==> config.mk <==
export PLATFORM = sky130hd
export DESIGN_NAME = jie_exec
export DESIGN_NICKNAME = d
export VERILOG_FILES = /design/src/core/jie_pkg.sv /design/src/core/jie_inc_alu.sv /design/src/core/jie_exec.sv
export SDC_FILE = /design/constraint.sdc
export NUM_CORES = 1
export LEC_CHECK = 0
export BUFFER_PORTS_ARGS = -buffer_cell sky130_fd_sc_hd__buf_2
export CAP_MARGIN = 20
export CORE_MARGIN = 2
export CORE_UTILIZATION = 55
export CTS_BUF_LIST = sky130_fd_sc_hd__clkbuf_4
export CTS_CLUSTER_SIZE = 25
export DETAILED_ROUTE_END_ITERATION = 8
export PLACE_DENSITY_LB_ADDON = 0.3
export SYNTH_ARGS = -nofsm -noshare
export SYNTH_HDL_FRONTEND = slang
export SYNTH_SLANG_ARGS = --single-unit
export TNS_END_PERCENT = 50
==> constraint.sdc <==
create_clock -name i_clk -period 4.5 [get_ports i_clk]
set_input_delay 0.675 -clock i_clk [delete_from_list [all_inputs] [get_ports i_clk]]
set_output_delay 0.675 -clock i_clk [all_outputs]
set_load 0.01 [all_outputs]
==> src/core/jie_pkg.sv <==
// Shared constants for the jump and increment execution block.
package jie_pkg;
    localparam int         COUNTER_WIDTH = 21;
    localparam int         FILE_AWIDTH  = 12;
    // Jump: first word carries upper bits 1110 1111, second word upper nibble 1111.
    localparam logic [7:0] JUMP_W1_OP   = 8'hef;
    localparam logic [3:0] JUMP_W2_OP   = 4'hf;
    // Increment: bits 15:10 are 0010 10, then destination bit and access bit.
    localparam logic [5:0] INC_OP       = 6'h0a;
    localparam int         INC_DEST_BIT = 9;
    localparam int         INC_ACC_BIT  = 8;
    localparam logic       DEST_W       = 1'h0;
    localparam logic       ACC_ACCESS   = 1'h0;
    // Indexed literal offset applies to file addresses at or below this value.
    localparam logic [7:0] INDEX_LIMIT  = 8'h5f;
    // Access bank: addresses below the split map low, the rest to the top page.
    localparam logic [7:0] ACCESS_SPLIT = 8'h80;
    localparam logic [3:0] ACCESS_HIGH_PAGE = 4'hf;
    localparam logic [3:0] ACCESS_LOW_PAGE  = 4'h0;
    // Status flag positions.
    localparam int         FLAG_C       = 0;
    localparam int         FLAG_DIGIT_CARRY = 1;
    localparam int         FLAG_Z       = 2;
    localparam int         FLAG_OVERFLOW = 3;
    localparam int         FLAG_N       = 4;
    localparam int         FLAG_COUNT   = 5;
    // Values after reset, and the program counter step.
    localparam logic [20:0] COUNTER_RESET = 21'h000000;
    localparam logic [7:0]  WREG_RESET   = 8'h00;
    localparam logic [4:0]  STATUS_RESET = 5'h00;
    localparam logic [20:0] COUNTER_STEP  = 21'h000002;
    typedef enum logic [1:0] {PH_Q1, PH_Q2, PH_Q3, PH_Q4} jie_phase_t;
endpackage : jie_pkg

==> src/core/jie_inc_alu.sv <==
// Eight-bit incrementer with carry, digit carry, negative, overflow and zero flags.
`timescale 1ns/1ps
module jie_inc_alu (
    input  wire logic [7:0] i_operand,
    output logic      [7:0] o_sum,
    output logic      [4:0] o_flags
);
    logic [8:0] full_sum;
    logic [4:0] low_sum;

    assign full_sum = {1'h0, i_operand} + 9'h001;
    assign low_sum  = {1'h0, i_operand[3:0]} + 5'h01;
    assign o_sum    = full_sum[7:0];
    assign o_flags[jie_pkg::FLAG_C]  = full_sum[8];
    assign o_flags[jie_pkg::FLAG_DIGIT_CARRY] = low_sum[4];
    assign o_flags[jie_pkg::FLAG_Z]  = (full_sum[7:0] == 8'h00);
    // Adding one overflows only when a positive operand turns negative.
    assign o_flags[jie_pkg::FLAG_OVERFLOW] = ~i_operand[7] & full_sum[7];
    assign o_flags[jie_pkg::FLAG_N]  = full_sum[7];
endmodule : jie_inc_alu

==> src/core/jie_exec.sv <==
// Four-phase decode and execute of the unconditional jump and the register increment.
`timescale 1ns/1ps
// Operation
// RQ1: The jump loads its 20-bit literal into program counter bits 20 to 1, replacing them.
// RQ2: The jump is taken whatever the flags and reaches anywhere in the 2-Mbyte space.
// RQ3: The jump is two words, 1110 1111 plus literal 7:0, then 1111 plus literal 19:8.
// RQ4: The jump takes two cycles, reading low bits in Q2, high bits and writing the counter in Q4, then a dead cycle.
// RQ5: The increment adds one to the file register and puts it in the accumulator for destination 0, else back in the register.
// RQ6: The increment is decoded from 0010 10 plus destination and access bits and an 8-bit file address.
// RQ7: Access bit 0 uses the access bank and access bit 1 uses the bank select register.
// RQ8: With the extended set on and access bit 0, file addresses up to 95 use indexed literal offset addressing.
// RQ9: The increment updates carry, digit carry, negative, overflow and zero; the jump touches no flag.
// RQ10: The increment finishes in one cycle: decode Q1, read Q2, compute Q3, write Q4.
// RQ11: The jump clears program counter bit 0 so the target is word aligned.
module jie_exec (
    input  wire logic        i_clk,
    input  wire logic        i_reset,
    input  wire logic [15:0] i_instr_word,
    input  wire logic [15:0] i_next_word,
    input  wire logic        i_ext_set_enable,
    input  wire logic [3:0]  i_bank_select_register,
    input  wire logic [11:0] i_index_base,
    input  wire logic [7:0]  i_rf_rdata,
    output logic      [20:0] o_program_counter,
    output logic      [1:0]  o_phase,
    output logic             o_cycle_end,
    output logic             o_dead_cycle,
    output logic      [11:0] o_rf_addr,
    output logic             o_rf_rd,
    output logic             o_rf_we,
    output logic      [7:0]  o_rf_wdata,
    output logic      [7:0]  o_wreg,
    output logic      [4:0]  o_status
);
    jie_pkg::jie_phase_t phase;
    jie_pkg::jie_phase_t next_phase;

    logic [15:0] instr;
    logic        is_jump;
    logic        is_inc;
    logic        dead;
    logic [7:0]  jump_low;
    logic [7:0]  operand;
    logic [7:0]  result;
    logic [4:0]  result_flags;
    logic [20:0] program_counter;
    logic [11:0] rf_addr;
    logic [7:0]  rf_wdata;
    logic [7:0]  wreg;
    logic [4:0]  status;

    // Decode of the word presented in Q1.
    wire  [7:0]  dec_file    = i_instr_word[7:0];
    wire         dec_acc     = i_instr_word[jie_pkg::INC_ACC_BIT];
    wire         dec_jump    = (i_instr_word[15:8] == jie_pkg::JUMP_W1_OP); // [RQ3]
    wire         dec_inc     = (i_instr_word[15:10] == jie_pkg::INC_OP); // [RQ6]
    wire         dec_indexed = i_ext_set_enable && (dec_acc == jie_pkg::ACC_ACCESS)
                               && (dec_file <= jie_pkg::INDEX_LIMIT); // [RQ8]
    wire  [11:0] addr_indexed = i_index_base + {4'h0, dec_file}; // [RQ8]
    wire  [11:0] addr_banked  = {i_bank_select_register, dec_file}; // [RQ7]
    wire  [11:0] addr_access  = (dec_file < jie_pkg::ACCESS_SPLIT)
                                ? {jie_pkg::ACCESS_LOW_PAGE, dec_file}
                                : {jie_pkg::ACCESS_HIGH_PAGE, dec_file}; // [RQ7]
    wire  [11:0] next_rf_addr = dec_indexed ? addr_indexed
                              : (dec_acc == jie_pkg::ACC_ACCESS) ? addr_access
                              : addr_banked; // [RQ7]
    wire         dest_is_w   = (instr[jie_pkg::INC_DEST_BIT] == jie_pkg::DEST_W);
    // The second jump word is only used when it carries the continuation nibble.
    wire         jump_w2_ok  = (i_next_word[15:12] == jie_pkg::JUMP_W2_OP); // [RQ3]
    // No flag gates the jump; any 20-bit target covers the whole 2-Mbyte space.
    wire  [11:0] jump_high   = i_next_word[11:0]; // [RQ3]
    wire  [20:0] jump_target = {jump_high, jump_low, 1'h0}; // [RQ1] [RQ2] [RQ11]
    wire         exec_jump   = is_jump && !dead && jump_w2_ok; // [RQ2]
    wire         exec_inc    = is_inc && !dead;

    jie_inc_alu u_alu (
        .i_operand (operand),
        .o_sum     (result),
        .o_flags   (result_flags)
    );

    always_comb begin
        unique case (phase)
            jie_pkg::PH_Q1: next_phase = jie_pkg::PH_Q2;
            jie_pkg::PH_Q2: next_phase = jie_pkg::PH_Q3;
            jie_pkg::PH_Q3: next_phase = jie_pkg::PH_Q4;
            jie_pkg::PH_Q4: next_phase = jie_pkg::PH_Q1;
        endcase
    end

    always_ff @(posedge i_clk) begin
        if (i_reset) begin
            phase <= jie_pkg::PH_Q1;
        end else begin
            phase <= next_phase;
        end
    end

    // Phase strobes shared by the per-phase registers below.
    wire         in_q1       = (phase == jie_pkg::PH_Q1);
    wire         in_q2       = (phase == jie_pkg::PH_Q2);
    wire         in_q3       = (phase == jie_pkg::PH_Q3);
    wire         in_q4       = (phase == jie_pkg::PH_Q4);
    // Commit strobes gate the arithmetic so a dead cycle or a jump writes nothing.
    wire         capture_sum = in_q3 && exec_inc;
    wire         commit_inc  = in_q4 && exec_inc;

    // Next values; every register below except the Q1 latches only copies its next value.
    wire  [7:0]  next_jump_low = in_q2 ? instr[7:0] : jump_low; // [RQ4]
    // The operand is taken for a jump too; the read strobe stays low, so it is never used.
    wire  [7:0]  next_operand  = in_q2 ? i_rf_rdata : operand; // [RQ10]
    wire  [7:0]  next_rf_wdata = capture_sum ? result : rf_wdata; // [RQ10]
    // Flags follow every increment, whatever its destination.
    wire  [4:0]  next_status   = commit_inc ? result_flags : status; // [RQ9]
    wire  [7:0]  next_wreg     = (commit_inc && dest_is_w) ? rf_wdata : wreg; // [RQ5]
    wire         next_dead     = in_q4 ? exec_jump : dead; // [RQ4]
    // The dead cycle holds the counter so the target word is fetched next.
    wire  [20:0] next_program_counter = !in_q4 ? program_counter
                                      : exec_jump ? jump_target // [RQ1] [RQ4] [RQ11]
                                      : dead ? program_counter
                                      : program_counter + jie_pkg::COUNTER_STEP;

    // Q1: latch the instruction word.
    always_ff @(posedge i_clk) begin
        if (i_reset) begin
            instr <= 16'h0000;
        end else if (in_q1) begin
            instr <= i_instr_word;
        end
    end

    // Q1: the dead cycle after a jump decodes nothing.
    always_ff @(posedge i_clk) begin
        if (i_reset) begin
            is_jump <= 1'h0;
            is_inc  <= 1'h0;
        end else if (in_q1) begin
            is_jump <= dec_jump && !dead; // [RQ4]
            is_inc  <= dec_inc && !dead; // [RQ10]
        end
    end

    // Q1: the file address is resolved from the bank inputs of the same cycle.
    always_ff @(posedge i_clk) begin
        if (i_reset) begin
            rf_addr <= 12'h000;
        end else if (in_q1) begin
            rf_addr <= next_rf_addr; // [RQ6] [RQ7] [RQ8]
        end
    end

    // Q2: low literal byte of the jump.
    always_ff @(posedge i_clk) begin
        if (i_reset) begin
            jump_low <= 8'h00;
        end else begin
            jump_low <= next_jump_low;
        end
    end

    // Q2: the operand is taken while the read strobe stands and held until the next Q2.
    always_ff @(posedge i_clk) begin
        if (i_reset) begin
            operand <= 8'h00;
        end else begin
            operand <= next_operand;
        end
    end

    // Q3: the sum is held in a flip-flop so the write data never glitches.
    always_ff @(posedge i_clk) begin
        if (i_reset) begin
            rf_wdata <= 8'h00;
        end else begin
            rf_wdata <= next_rf_wdata;
        end
    end

    always_ff @(posedge i_clk) begin
        if (i_reset) begin
            status <= jie_pkg::STATUS_RESET;
        end else begin
            status <= next_status;
        end
    end

    // Q4: the accumulator takes the sum only for destination 0.
    always_ff @(posedge i_clk) begin
        if (i_reset) begin
            wreg <= jie_pkg::WREG_RESET;
        end else begin
            wreg <= next_wreg;
        end
    end

    // Q4: the counter steps one word, takes the jump target, or holds in the dead cycle.
    always_ff @(posedge i_clk) begin
        if (i_reset) begin
            program_counter <= jie_pkg::COUNTER_RESET;
        end else begin
            program_counter <= next_program_counter;
        end
    end

    // Q4: the dead flag covers exactly one instruction cycle after a taken jump.
    always_ff @(posedge i_clk) begin
        if (i_reset) begin
            dead <= 1'h0;
        end else begin
            dead <= next_dead;
        end
    end

    assign o_program_counter = program_counter;
    assign o_phase           = phase;
    assign o_cycle_end       = (phase == jie_pkg::PH_Q4);
    assign o_dead_cycle      = dead;
    assign o_rf_addr         = rf_addr;
    assign o_rf_rd           = (phase == jie_pkg::PH_Q2) && exec_inc; // [RQ10]
    assign o_rf_we           = (phase == jie_pkg::PH_Q4) && exec_inc && !dest_is_w; // [RQ5]
    assign o_rf_wdata        = rf_wdata;
    assign o_wreg            = wreg;
    assign o_status          = status; // [RQ9]
endmodule : jie_exec

==> out/results.txt, run 1 <==
Status = complete, no violations
Internal power = 0.00124 W
Drt total wl = 10700 µm
Via-per-instance ratio = 5.70
Post-synth top flop = dfxtp_1
Port Buffers = 117
CTS buffer count = 9
Die X = 92.3 µm
Worst-Margin Slew = 0.975 ns
Final WS setup = 1.73 ns
Area share of the largest cell type after synthesis = 38.8%
EDFF count, synth = 0
Worst Hold Class = primary input to flop
Layout cell share with drive strength beyond 1 = 23.7%
Largest family of logic cells by synthesized area = simple AND/OR/NAND/NOR gates
Crit share post-route = 61.6%
Clock latency on the worst-skew pair = 0.43 ns
Max Fclk = 361 MHz
TritonCTS Sinks = 83
Fillcell total = 682
Antenna Nets Post-Route = 0
Sw Share = 33.1%
Post-synthesis async set-or-reset flop share = 0%
Synthesized area = 4280 µm²
Fin. Hold Viols = 0
Startpoint types = flop
Worst slack, placed = 1.79 ns
Most frequent cell after synthesis = dfxtp_1
Synthesized instance count = 524
Slew Limit Fails = 0
Post-synthesis net count = 600
Antenna cells = 0
Mux share of post-synthesis cell area = 6.78%
Cells on Worst Hold Path = 3
Rel. slew slack = 35.0%
Reg2Reg Depth = 5
Total grt overflow = 0
Die ar. = 8510 µm²
DRC = 0
Sequential Power Share = 47.0%
First-pass GRT wire length = 17800 µm
WHS Endpoint = operand[6]
Critical R2R Launch = o_dead_cycle
Sw Pwr = 0.000612 W
Worst-path clk slew = 0.15 ns
Area Overhead vs Synth = 17.8%
Max_cap viols = 0
Max H-tree Level = 3
Data arrival time of the critical path = 2.10 ns
Clock skew = 0.0252 ns
DP HPWL = 7710 µm
Area contributors post-synth = dfxtp_1 (39%), nor2_1 (7.2%), mux2i_1 (6.8%)
Initial Util = 56.0%
Vias in the first global route = 3714
Clock network fraction of total power = 28.2%
Placement Cell Area = 4860 µm²
Setup TNS = 0 ns
Worst Path Required = 3.83 ns
Maximum vdd drop = 0.196 mV
Die Span Y = 92.3 µm
1st-pass router iterations = 5
Std-Cell Core Area = 7650 µm²
Initial antenna violation count = 0
CP Class = flop to primary output
Initial detailed-routing violation count = 147
Register area share after synthesis = 38.8%
Post-synthesis adder-cell area fraction = 5.14%
Synth Area in Simple Gates = 22.0%
Hold-fix buffers, CTS = 0
Post-synthesis compound-gate area fraction = 20.0%
Number of instances resized during post-cts repair = 0
GRT Total Usage = 25.5%
Register bit total from synthesis = 83
RR Endpoint = o_program_counter[16]
GPL Wtd Cong = 0.905
Leakage = 2.19 nW
CTS Root Cell = clkbuf_4
Number of post-CTS setup repair buffers = 0
Deepest clock path buffer count = 2
CTS tree = yes
Largest area contributor in the netlist = dfxtp_1
Final net count = 696
WHS = 0.476 ns
Largest net degree at the start of global routing = 46
Synthesis Warnings = 0
Post-layout minimum cycle time = 2.77 ns
I/O Pins = 119
Site Rows = 32
Crit end category = primary output
Hold Path Origin = i_rf_rdata[6]
Distinct cells, synth = 64
Commonest cells post-synth = dfxtp_1 (83), nor2_1 (82), a21oi_1 (48), nand2_1 (42), o21ai_0 (37)
Power Dens Cells = 366 nW/µm²
Xor-xnor portion of the synthesized cell area = 2.04%
Vias = 4143
Final setup violation count = 0
Combinational share of power = 24.8%
CP Max Fanout = 17
R2r setup slk = 2.40 ns
Routed WL per cell = 14.7 µm
Syn Area/Cell = 8.18 µm²
Design Area, Final = 5050 µm²
RSZ-0062 raised after global routing = false
[cell usage in the layout, fill, tap and decap left out, drive strengths merged, types with 5 or more instances in the layout]
master,instances
and3,12
buf,121
inv,20
nor2,83
nor2b,6
a31oi,6
a21oi,48
nand4,7
xor2,6
a311oi,5
a211oi,15
o21ai,37
ha,16
nand2,42
nand3,20
dfxtp,83
clkbuf,9
mux2i,29
[metal layers]
layer	share of wire, %	wire length (µm)	track usage, %	up-vias
met5	0	0	0	-
met4	1.1	116	6.84	0
met3	7.7	824	5.42	12
met2	45	4760	39.3	179
met1	47	4980	36.1	1895
li1	-	-	-	2057
[power by group through the flow]
stage	logic [W]	registers (W)	clock network, W
global placement	0.000442	0.000879	0
detailed placement	0.000456	0.000883	0
finish	0.000459	0.000869	0.000521
global route	0.000512	0.000876	0.000559
floorplan	0.000311	0.000879	0
CTS	0.000459	0.000867	0.000529
[worst max path at each step]
stage / cells past startpoint / end / from
floorplan: 9 / o_rf_addr[10] / i_instr_word[0]
global placement: 10 / o_rf_addr[10] / i_instr_word[0]
detailed placement: 10 / o_rf_addr[10] / i_instr_word[0]
CTS: 4 / o_rf_rd / o_phase[1]
global route: 4 / o_rf_rd / o_phase[1]
finish: 4 / o_rf_rd / o_phase[1]
[metrics by stage]
step	power [W]	util, %	cells
global placement	0.00132	63.6	710
finish	0.00185	66.0	727
detailed placement	0.00134	63.6	710
global route	0.00195	66.0	727
floorplan	0.00119	-	524
CTS	0.00186	65.8	726
[kinds of logic (layout without fill, tap and decap cells)]
logic type / Yosys count / count (layout)
other: 1 / 1
DFF: 83 / 83
xor gates and xnor gates: 10 / 10
buffers and inverters: 52 / 153
and+or+nand+nor: 193 / 193
AOI/OAI and AO/OA: 139 / 139
adders and majority gates: 17 / 17
muxes: 29 / 29
[flip-flops by register name, summed over array words and instances (netlist names)]
signal,count
o_dead_cycle,1
o_wreg,8
is_jump,1
jump_low,8
o_status,5
o_program_counter,20
o_rf_addr,12
o_rf_wdata,8
operand,8
o_phase,2
is_inc,1
instr,9
[layout make-up]
class,instances,area (µm²),share of cell area [%]
clock inverters,7,105,2.08
clock buffers,9,67.6,1.34
repair buffers,121,623,12.3
well taps,102,128,2.53
flip-flops and latches,83,1660,32.9
multi-input cells,389,2400,47.6
inverters,16,60.1,1.19
[worst max-delay path: stages (launching register included)]
cell     delay, ns
dfxtp_1       0.38
inv_1         0.12
ha_1          0.81
and3b_1       0.26
buf_2         0.13
(Power assumes the default switching activity.)
==> inputs of run 2 (changes only) <==
--- a/config.mk
+++ b/config.mk
@@ -5,6 +5,7 @@
 export SDC_FILE = /design/constraint.sdc
 export NUM_CORES = 1
 export LEC_CHECK = 0
+export ABC_AREA = 1
 export BUFFER_PORTS_ARGS = -buffer_cell sky130_fd_sc_hd__buf_2
 export CAP_MARGIN = 20
 export CORE_MARGIN = 2
==> constraint.sdc (replaced) <==
create_clock -name i_clk -period 2.86 [get_ports i_clk]
set_input_delay 0.429 -clock i_clk [delete_from_list [all_inputs] [get_ports i_clk]]
set_output_delay 0.429 -clock i_clk [all_outputs]
set_load 0.01 [all_outputs]
==> out/results.txt, run 2 <==
Hold Path Origin = i_rf_rdata[4]
Initial antenna violation count = 0 (unchanged)
CP Max Fanout = 21 (+4)
Critical R2R Launch = o_phase[0]
Slew Limit Fails = 0 (unchanged)
Antenna Nets Post-Route = 0 (unchanged)
Total grt overflow = 0 (unchanged)
Largest net degree at the start of global routing = 51 (+11%)
Data arrival time of the critical path = 2.16 ns (+0.06 ns)
Area Overhead vs Synth = 17.7%
Setup TNS = 0 ns (unchanged)
Layout cell share with drive strength beyond 1 = 20.3% (-3.4 points)
Initial detailed-routing violation count = 223 (+52%)
Max_cap viols = 0 (unchanged)
TritonCTS Sinks = 83 (unchanged)
Most frequent cell after synthesis = nand2_1
Crit. Startpoint = o_phase[0]
Fillcell total = 668 (-2.1%)
DP HPWL = 8680 µm (+13%)
Max Fclk = 386 MHz
Final setup violation count = 0 (unchanged)
Largest area contributor in the netlist = dfxtp_1
Via-per-instance ratio = 5.41 (-5.0%)
Post-synthesis net count = 722 (+20%)
DRC = 0 (unchanged)
Maximum vdd drop = 0.377 mV (+93%)
Syn Area/Cell = 6.86 µm² (-16%)
CTS buffer count = 9 (unchanged)
CP Class = flop to primary output
Number of post-CTS setup repair buffers = 0 (unchanged)
GPL Wtd Cong = 0.909 (+0.42%)
Die ar. = 8790 µm² (+3.2%)
Die Span Y = 93.7 µm (+1.6%)
Worst path cell trace = ha_1, inv_1, nor3_1, buf_2
GRT Total Usage = 26.8% (+1.3 points)
First-pass GRT wire length = 19100 µm (+7.2%)
Power Dens Cells = 565 nW/µm² (+54%)
Area contributors post-synth = dfxtp_1 (38%), nand2_1 (11%), a21oi_1 (7.6%)
Pwr Total = 0.00295 W (+59%)
Worst-path clk slew = 0.14 ns (about the same)
Worst Hold Class = primary input to flop
Status = complete, no violations
Commonest cells post-synth = nand2_1 (126), nor2_1 (85), dfxtp_1 (83), a21oi_1 (67), o21ai_0 (66)
Max H-tree Level = 3 (unchanged)
Rel. slew slack = 57.9% (+23 points)
Post-synth top flop = dfxtp_1
Clock skew = 0.0179 ns (-0.00734 ns)
Vias in the first global route = 4168 (+12%)
Vias = 4638 (+12%)
CP max stage cell = dfxtp_1
Max reg flops = 20 (unchanged)
CP peak stage delay = 0.44 ns (-0.37 ns)
Number of instances resized during post-cts repair = 0 (unchanged)
Drt total wl = 11600 µm (+8.9%)
Worst Path Required = 2.43 ns (-1.40 ns)
1st-pass router iterations = 4 (-1)
Port Buffers = 117 (unchanged)
Die X = 93.7 µm (+1.6%)
Most frequent cells in the layout = nand2_1 (126), buf_2 (117), nor2_1 (85)
Synthesis Warnings = 0 (unchanged)
CTS Root Cell = clkbuf_4
EDFF count, synth = 0 (unchanged)
Initial Util = 57.0% (+1.0 points)
Register area share after synthesis = 37.5% (-1.3 points)
Post-synthesis async set-or-reset flop share = 0% (unchanged)
Leakage = 2.53 nW (+15%)
Std-Cell Core Area = 7770 µm² (+1.6%)
Fin. Hold Viols = 0 (unchanged)
Deepest clock path buffer count = 2 (unchanged)
Post-layout minimum cycle time = 2.59 ns
Synthesized area = 4430 µm² (+3.4%)
Crit share post-route = 90.7%
Hold-fix buffers, CTS = 0 (unchanged)
Crit end category = primary output
CTS tree = yes
Most common cell after layout, fill and taps aside = nand2_1
Routed WL per cell = 13.6 µm (-7.7%)
Clock latency on the worst-skew pair = 0.44 ns (about the same)
Antenna cells = 0 (unchanged)
Worst-Margin Slew = 0.631 ns (-0.344 ns)
Area share of the largest cell type after synthesis = 37.5% (-1.3 points)
Register bit total from synthesis = 83 (unchanged)
Final net count = 826 (+19%)
Distinct cells, synth = 38 (-41%)
Site Rows = 32 (unchanged)
RSZ-0062 raised after global routing = false
Synthesized instance count = 646 (+23%)
I/O Pins = 119 (unchanged)
Startpoint types = flop
[run 2: final timing paths]
check,end,slack (ns),cells past startpoint
worst max register to register,o_wreg[7],0.81,8
worst min register to register,o_wreg[3],0.49,2
worst max-delay path,o_rf_rd,0.27,4
worst min-delay path,operand[4],0.24,3
[run 2: cells by family (layout without fill, tap and decap cells)]
| family | Yosys count | after routing | synth area share, % |
|---|---|---|---|
| AO/OA/AOI/OAI | 156 | 156 | 18.8 |
| XOR/XNOR | 11 | 11 | 2.18 |
| adder cells (fa/ha/maj) | 17 | 17 | 4.97 |
| buffers and inverters | 93 | 202 | 8.39 |
| flip-flops | 83 | 83 | 37.5 |
| other | 1 | 1 | 0.0847 |
| AND/OR/NAND/NOR | 285 | 285 | 28.1 |
[run 2: final cells by class]
cell class | instances | area (µm²) | share of cell area, %
Sequential cell | 83 | 1660 | 31.9
Multi-Input combinational cell | 470 | 2400 | 46.0
Tap cell | 102 | 128 | 2.45
Timing Repair Buffer | 121 | 616 | 11.8
Clock inverter | 5 | 85.1 | 1.63
Inverter | 65 | 244 | 4.68
Clock buffer | 11 | 82.6 | 1.58
[run 2: where the power goes]
part           total (W)  switching [W]  internal (W)
clock network   0.000801       0.000422      0.000379
registers        0.00141       0.000101       0.00131
logic           0.000732       0.000475      0.000257
[run 2: worst max-delay path: cells and delay by family, from the launching register on]
kind	cells	cell delay, ns
flip-flops	1	0.44
adder cells (fa/ha/maj)	1	0.44
AND/OR/NAND/NOR	1	0.28
buffers and inverters	2	0.56
[run 2: through the flow]
step | setup WS [ns] | cells | instance area (µm²) | hold slack [ns] | utilization [%]
3_3_place_gp | 0.815 | 841 | 5040 | 0.456 | 64.9
3_5_place_dp | 0.737 | 841 | 5040 | 0.464 | 64.9
2_1_floorplan | 1.13 | 646 | 4430 | 0.445 | -
6_report | 0.267 | 857 | 5210 | 0.238 | 67.1
4_1_cts | 0.217 | 857 | 5210 | 0.208 | 67.1
5_1_grt | 0.0961 | 857 | 5210 | 0.242 | 67.1
[run 2: routing by layer]
metal / share of wire, % / global-route usage [%] / vias to the layer above
met1: 45 / 34.6 / 2123
met2: 47 / 45.1 / 155
met4: 0.90 / 7.49 / 0
met5: 0 / 0 / -
li1: - / - / 2350
met3: 7.1 / 5.94 / 10
==> inputs of run 3 (changes only) <==
--- a/config.mk
+++ b/config.mk
@@ -16,5 +16,6 @@
 export PLACE_DENSITY_LB_ADDON = 0.3
 export SYNTH_ARGS = -nofsm -noshare
 export SYNTH_HDL_FRONTEND = slang
+export SYNTH_HIERARCHICAL = 1
 export SYNTH_SLANG_ARGS = --single-unit
 export TNS_END_PERCENT = 50
==> out/results.txt, run 3 <==
Placement Cell Area = 5170 µm² (+2.5%)
Post-layout minimum cycle time = 2.36 ns (-0.237 ns)
Die X = 94.9 µm (+1.3%)
Crit share post-route = 82.4% (-8.3 points)
Maximum vdd drop = 0.282 mV (-25%)
Cells on Worst Hold Path = 3 (unchanged)
Synthesized instance count = 675 (+4.5%)
Die ar. = 9010 µm² (+2.6%)
CP peak stage delay = 0.42 ns (-0.02 ns)
Leakage = 2.53 nW (about the same)
Largest delay share family, worst path = simple AND/OR/NAND/NOR gates
CTS buffer count = 9 (unchanged)
Reg2Reg Depth = 7 (-1)
Distinct cells, synth = 37 (-2.6%)
Initial antenna violation count = 0 (unchanged)
Max H-tree Level = 3 (unchanged)
Setup TNS = 0 ns (unchanged)
Met3 capacity usage during global routing = 5.03% (-0.91 points)
DP HPWL = 8690 µm (+0.15%)
GPL Wtd Cong = 0.948 (+4.3%)
M2 GR Usage = 45.3% (+0.27 points)
Post-synthesis async set-or-reset flop share = 0% (unchanged)
Std-Cell Core Area = 8130 µm² (+4.7%)
Vias = 4820 (+3.9%)
Status = complete, no violations
Crit path buf inv count = 2 (unchanged)
Internal power = 0.00178 W (-8.9%)
Cell total after placement = 875 (+4.0%)
Clock skew = 0.0237 ns (+0.00584 ns)
CP max stage cell = dfxtp_1
Area share of the largest cell type after synthesis = 36.5% (-0.98 points)
Synthesis Warnings = 6 (+6)
Sw Share = 37.1% (+3.2 points)
Number of post-CTS setup repair buffers = 0 (unchanged)
TritonCTS Sinks = 83 (unchanged)
Die Span Y = 94.9 µm (+1.3%)
Most frequent cell after synthesis = nand2_1
Worst Hold Class = primary input to flop
Crit end category = primary output
Post-synth top flop = dfxtp_1
Register bit total from synthesis = 83 (unchanged)
Vias in the first global route = 4391 (+5.4%)
EDFF count, synth = 0 (unchanged)
CP Class = flop to primary output
Via-per-instance ratio = 5.40 (-0.15%)
Register area share after synthesis = 36.5% (-0.98 points)
Sequential Power Share = 50.3% (+2.3 points)
Syn Area/Cell = 6.74 µm² (-1.7%)
Area contributors post-synth = dfxtp_1 (37%), nand2_1 (11%), nor2_1 (7.8%)
Drt total wl = 11900 µm (+2.3%)
I/O Pins = 119 (unchanged)
Clock latency on the worst-skew pair = 0.43 ns (about the same)
1st-pass router iterations = 5 (+1)
Power Dens Cells = 533 nW/µm² (-5.6%)
Most common cell after layout, fill and taps aside = nand2_1
DRC = 0 (unchanged)
Data arrival time of the critical path = 1.93 ns (-0.23 ns)
Deepest clock path buffer count = 2 (unchanged)
Pwr Total = 0.00282 W (-4.2%)
Met1 Resource Use GR = 34.2% (-0.47 points)
Hold-fix buffers, CTS = 0 (unchanged)
Max_cap viols = 0 (unchanged)
GRT Total Usage = 27.0% (+0.18 points)
Commonest cells post-synth = nand2_1 (134), nor2_1 (94), dfxtp_1 (83), a21oi_1 (65), inv_1 (65)
Max Fclk = 425 MHz (+10%)
Initial Util = 55.9% (-1.1 points)
Design Area, Final = 5290 µm² (+1.5%)
CTS tree = yes
Site Rows = 33 (+3.1%)
Worst-Margin Slew = 0.689 ns (+0.0579 ns)
Stages on the worst setup path = 6 (+2)
Final setup violation count = 0 (unchanged)
First-pass GRT wire length = 19300 µm (+1.4%)
Number of instances resized during post-cts repair = 0 (unchanged)
Final Non-Filler Cells = 892 (+4.1%)
Fin util = 65.1% (-2.0 points)
Slew Limit Fails = 0 (unchanged)
Worst Path Required = 2.43 ns (about the same)
Combinational share of power = 28.0% (+3.2 points)
Initial detailed-routing violation count = 229 (+2.7%)
Area Overhead vs Synth = 16.4%
Clock network fraction of total power = 21.7% (-5.5 points)
Total grt overflow = 0 (unchanged)
RSZ-0062 raised after global routing = false
GRT Max-Usage Layer = met2
Routed WL per cell = 13.3 µm (-1.7%)
Worst path cell trace = ha_1, nand2_2, nor2_4, inv_2, nor2_1, buf_2
Fin. Hold Viols = 0 (unchanged)
Sw Pwr = 0.00105 W (+5.0%)
Synthesized area = 4550 µm² (+2.7%)
CTS Root Cell = clkbuf_4
Antenna Nets Post-Route = 0 (unchanged)
Rel. slew slack = 54.0% (-3.9 points)
Largest net degree at the start of global routing = 57 (+12%)
Largest area contributor in the netlist = dfxtp_1
Startpoint types = flop
CP Max Fanout = 15 (-29%)
Most frequent cells in the layout = nand2_1 (134), buf_2 (117), nor2_1 (94)
Final net count = 858 (+3.9%)
Port Buffers = 117 (unchanged)
Worst-path clk slew = 0.15 ns (about the same)
Layout cell share with drive strength beyond 1 = 20.6% (+0.35 points)
Fillcell total = 763 (+14%)
Max reg flops = 20 (unchanged)
Post-synthesis net count = 752 (+4.2%)
-- run 3: cell count changes after synthesis, moves of 5 or more --
| cell | change |
|---|---|
| nand3_1 | +5 |
| nor2_1 | +9 |
| xor2_1 | -5 |
| o21ai_1 | +5 |
| nor2_2 | +6 |
| a211oi_1 | +5 |
| buf_4 | +5 |
| nand2_1 | +8 |
-- run 3: area by class of cell --
type | instances | area (µm²) | area share, %
inverters | 73 | 274 | 5.18
well taps | 105 | 131 | 2.48
flip-flops and latches | 83 | 1660 | 31.4
clock buffers | 9 | 67.6 | 1.28
diodes | 1 | 2.50 | 0.0473
multi-input cells | 492 | 2480 | 46.9
repair buffers | 122 | 623 | 11.8
clock inverters | 7 | 51.3 | 0.969
-- run 3: per-stage QoR --
stage	setup WS (ns)	hold slack, ns
after floorplan	1.03	0.441
after global placement	0.884	0.453
after detailed placement	0.803	0.453
after CTS	0.478	0.193
after global routing	0.167	0.179
final	0.504	0.210
-- run 3: path summary, 6_finish.rpt --
| kind | start | to | slack [ns] |
|---|---|---|---|
| max | o_phase[0] | o_rf_we | 0.50 |
| min | i_rf_rdata[5] | operand[5] | 0.21 |
| max reg2reg | o_dead_cycle | o_program_counter[13] | 0.86 |
| min reg2reg | o_rf_addr[5] | o_rf_addr[5] | 0.47 |
-- run 3: logic make-up (layout without fill, tap and decap cells) --
family / count (synthesis) / after routing / synth area share, %
AOI/OAI and AO/OA: 163 / 163 / 19.5
other: 1 / 2 / 0.0825
DFF: 83 / 83 / 36.5
buffers and inverters: 100 / 211 / 8.91
and+or+nand+nor: 306 / 306 / 29.1
xor gates and xnor gates: 4 / 4 / 0.770
adders and majority gates: 18 / 18 / 5.12
-- run 3: worst register-to-register path: cells and delay by family, from the launching register on --
kind / cells / cell delay, ns
and+or+nand+nor: 4 / 0.74
buffers and inverters: 2 / 0.51
AOI/OAI and AO/OA: 1 / 0.15
DFF: 1 / 0.50
-- run 3: per-layer routing --
metal	wire, µm	vias up
met4	238	0
met2	5690	193
met3	936	25
li1	-	2433
met5	0	-
met1	5030	2169
-- run 3: power by group through the flow --
stage	registers, W	logic (W)	clock network, W
finish	0.00142	0.000791	0.000613
global route	0.00144	0.000896	0.000693
CTS	0.00142	0.000790	0.000631
detailed placement	0.00144	0.000786	0
global placement	0.00144	0.000769	0
floorplan	0.00145	0.000512	0
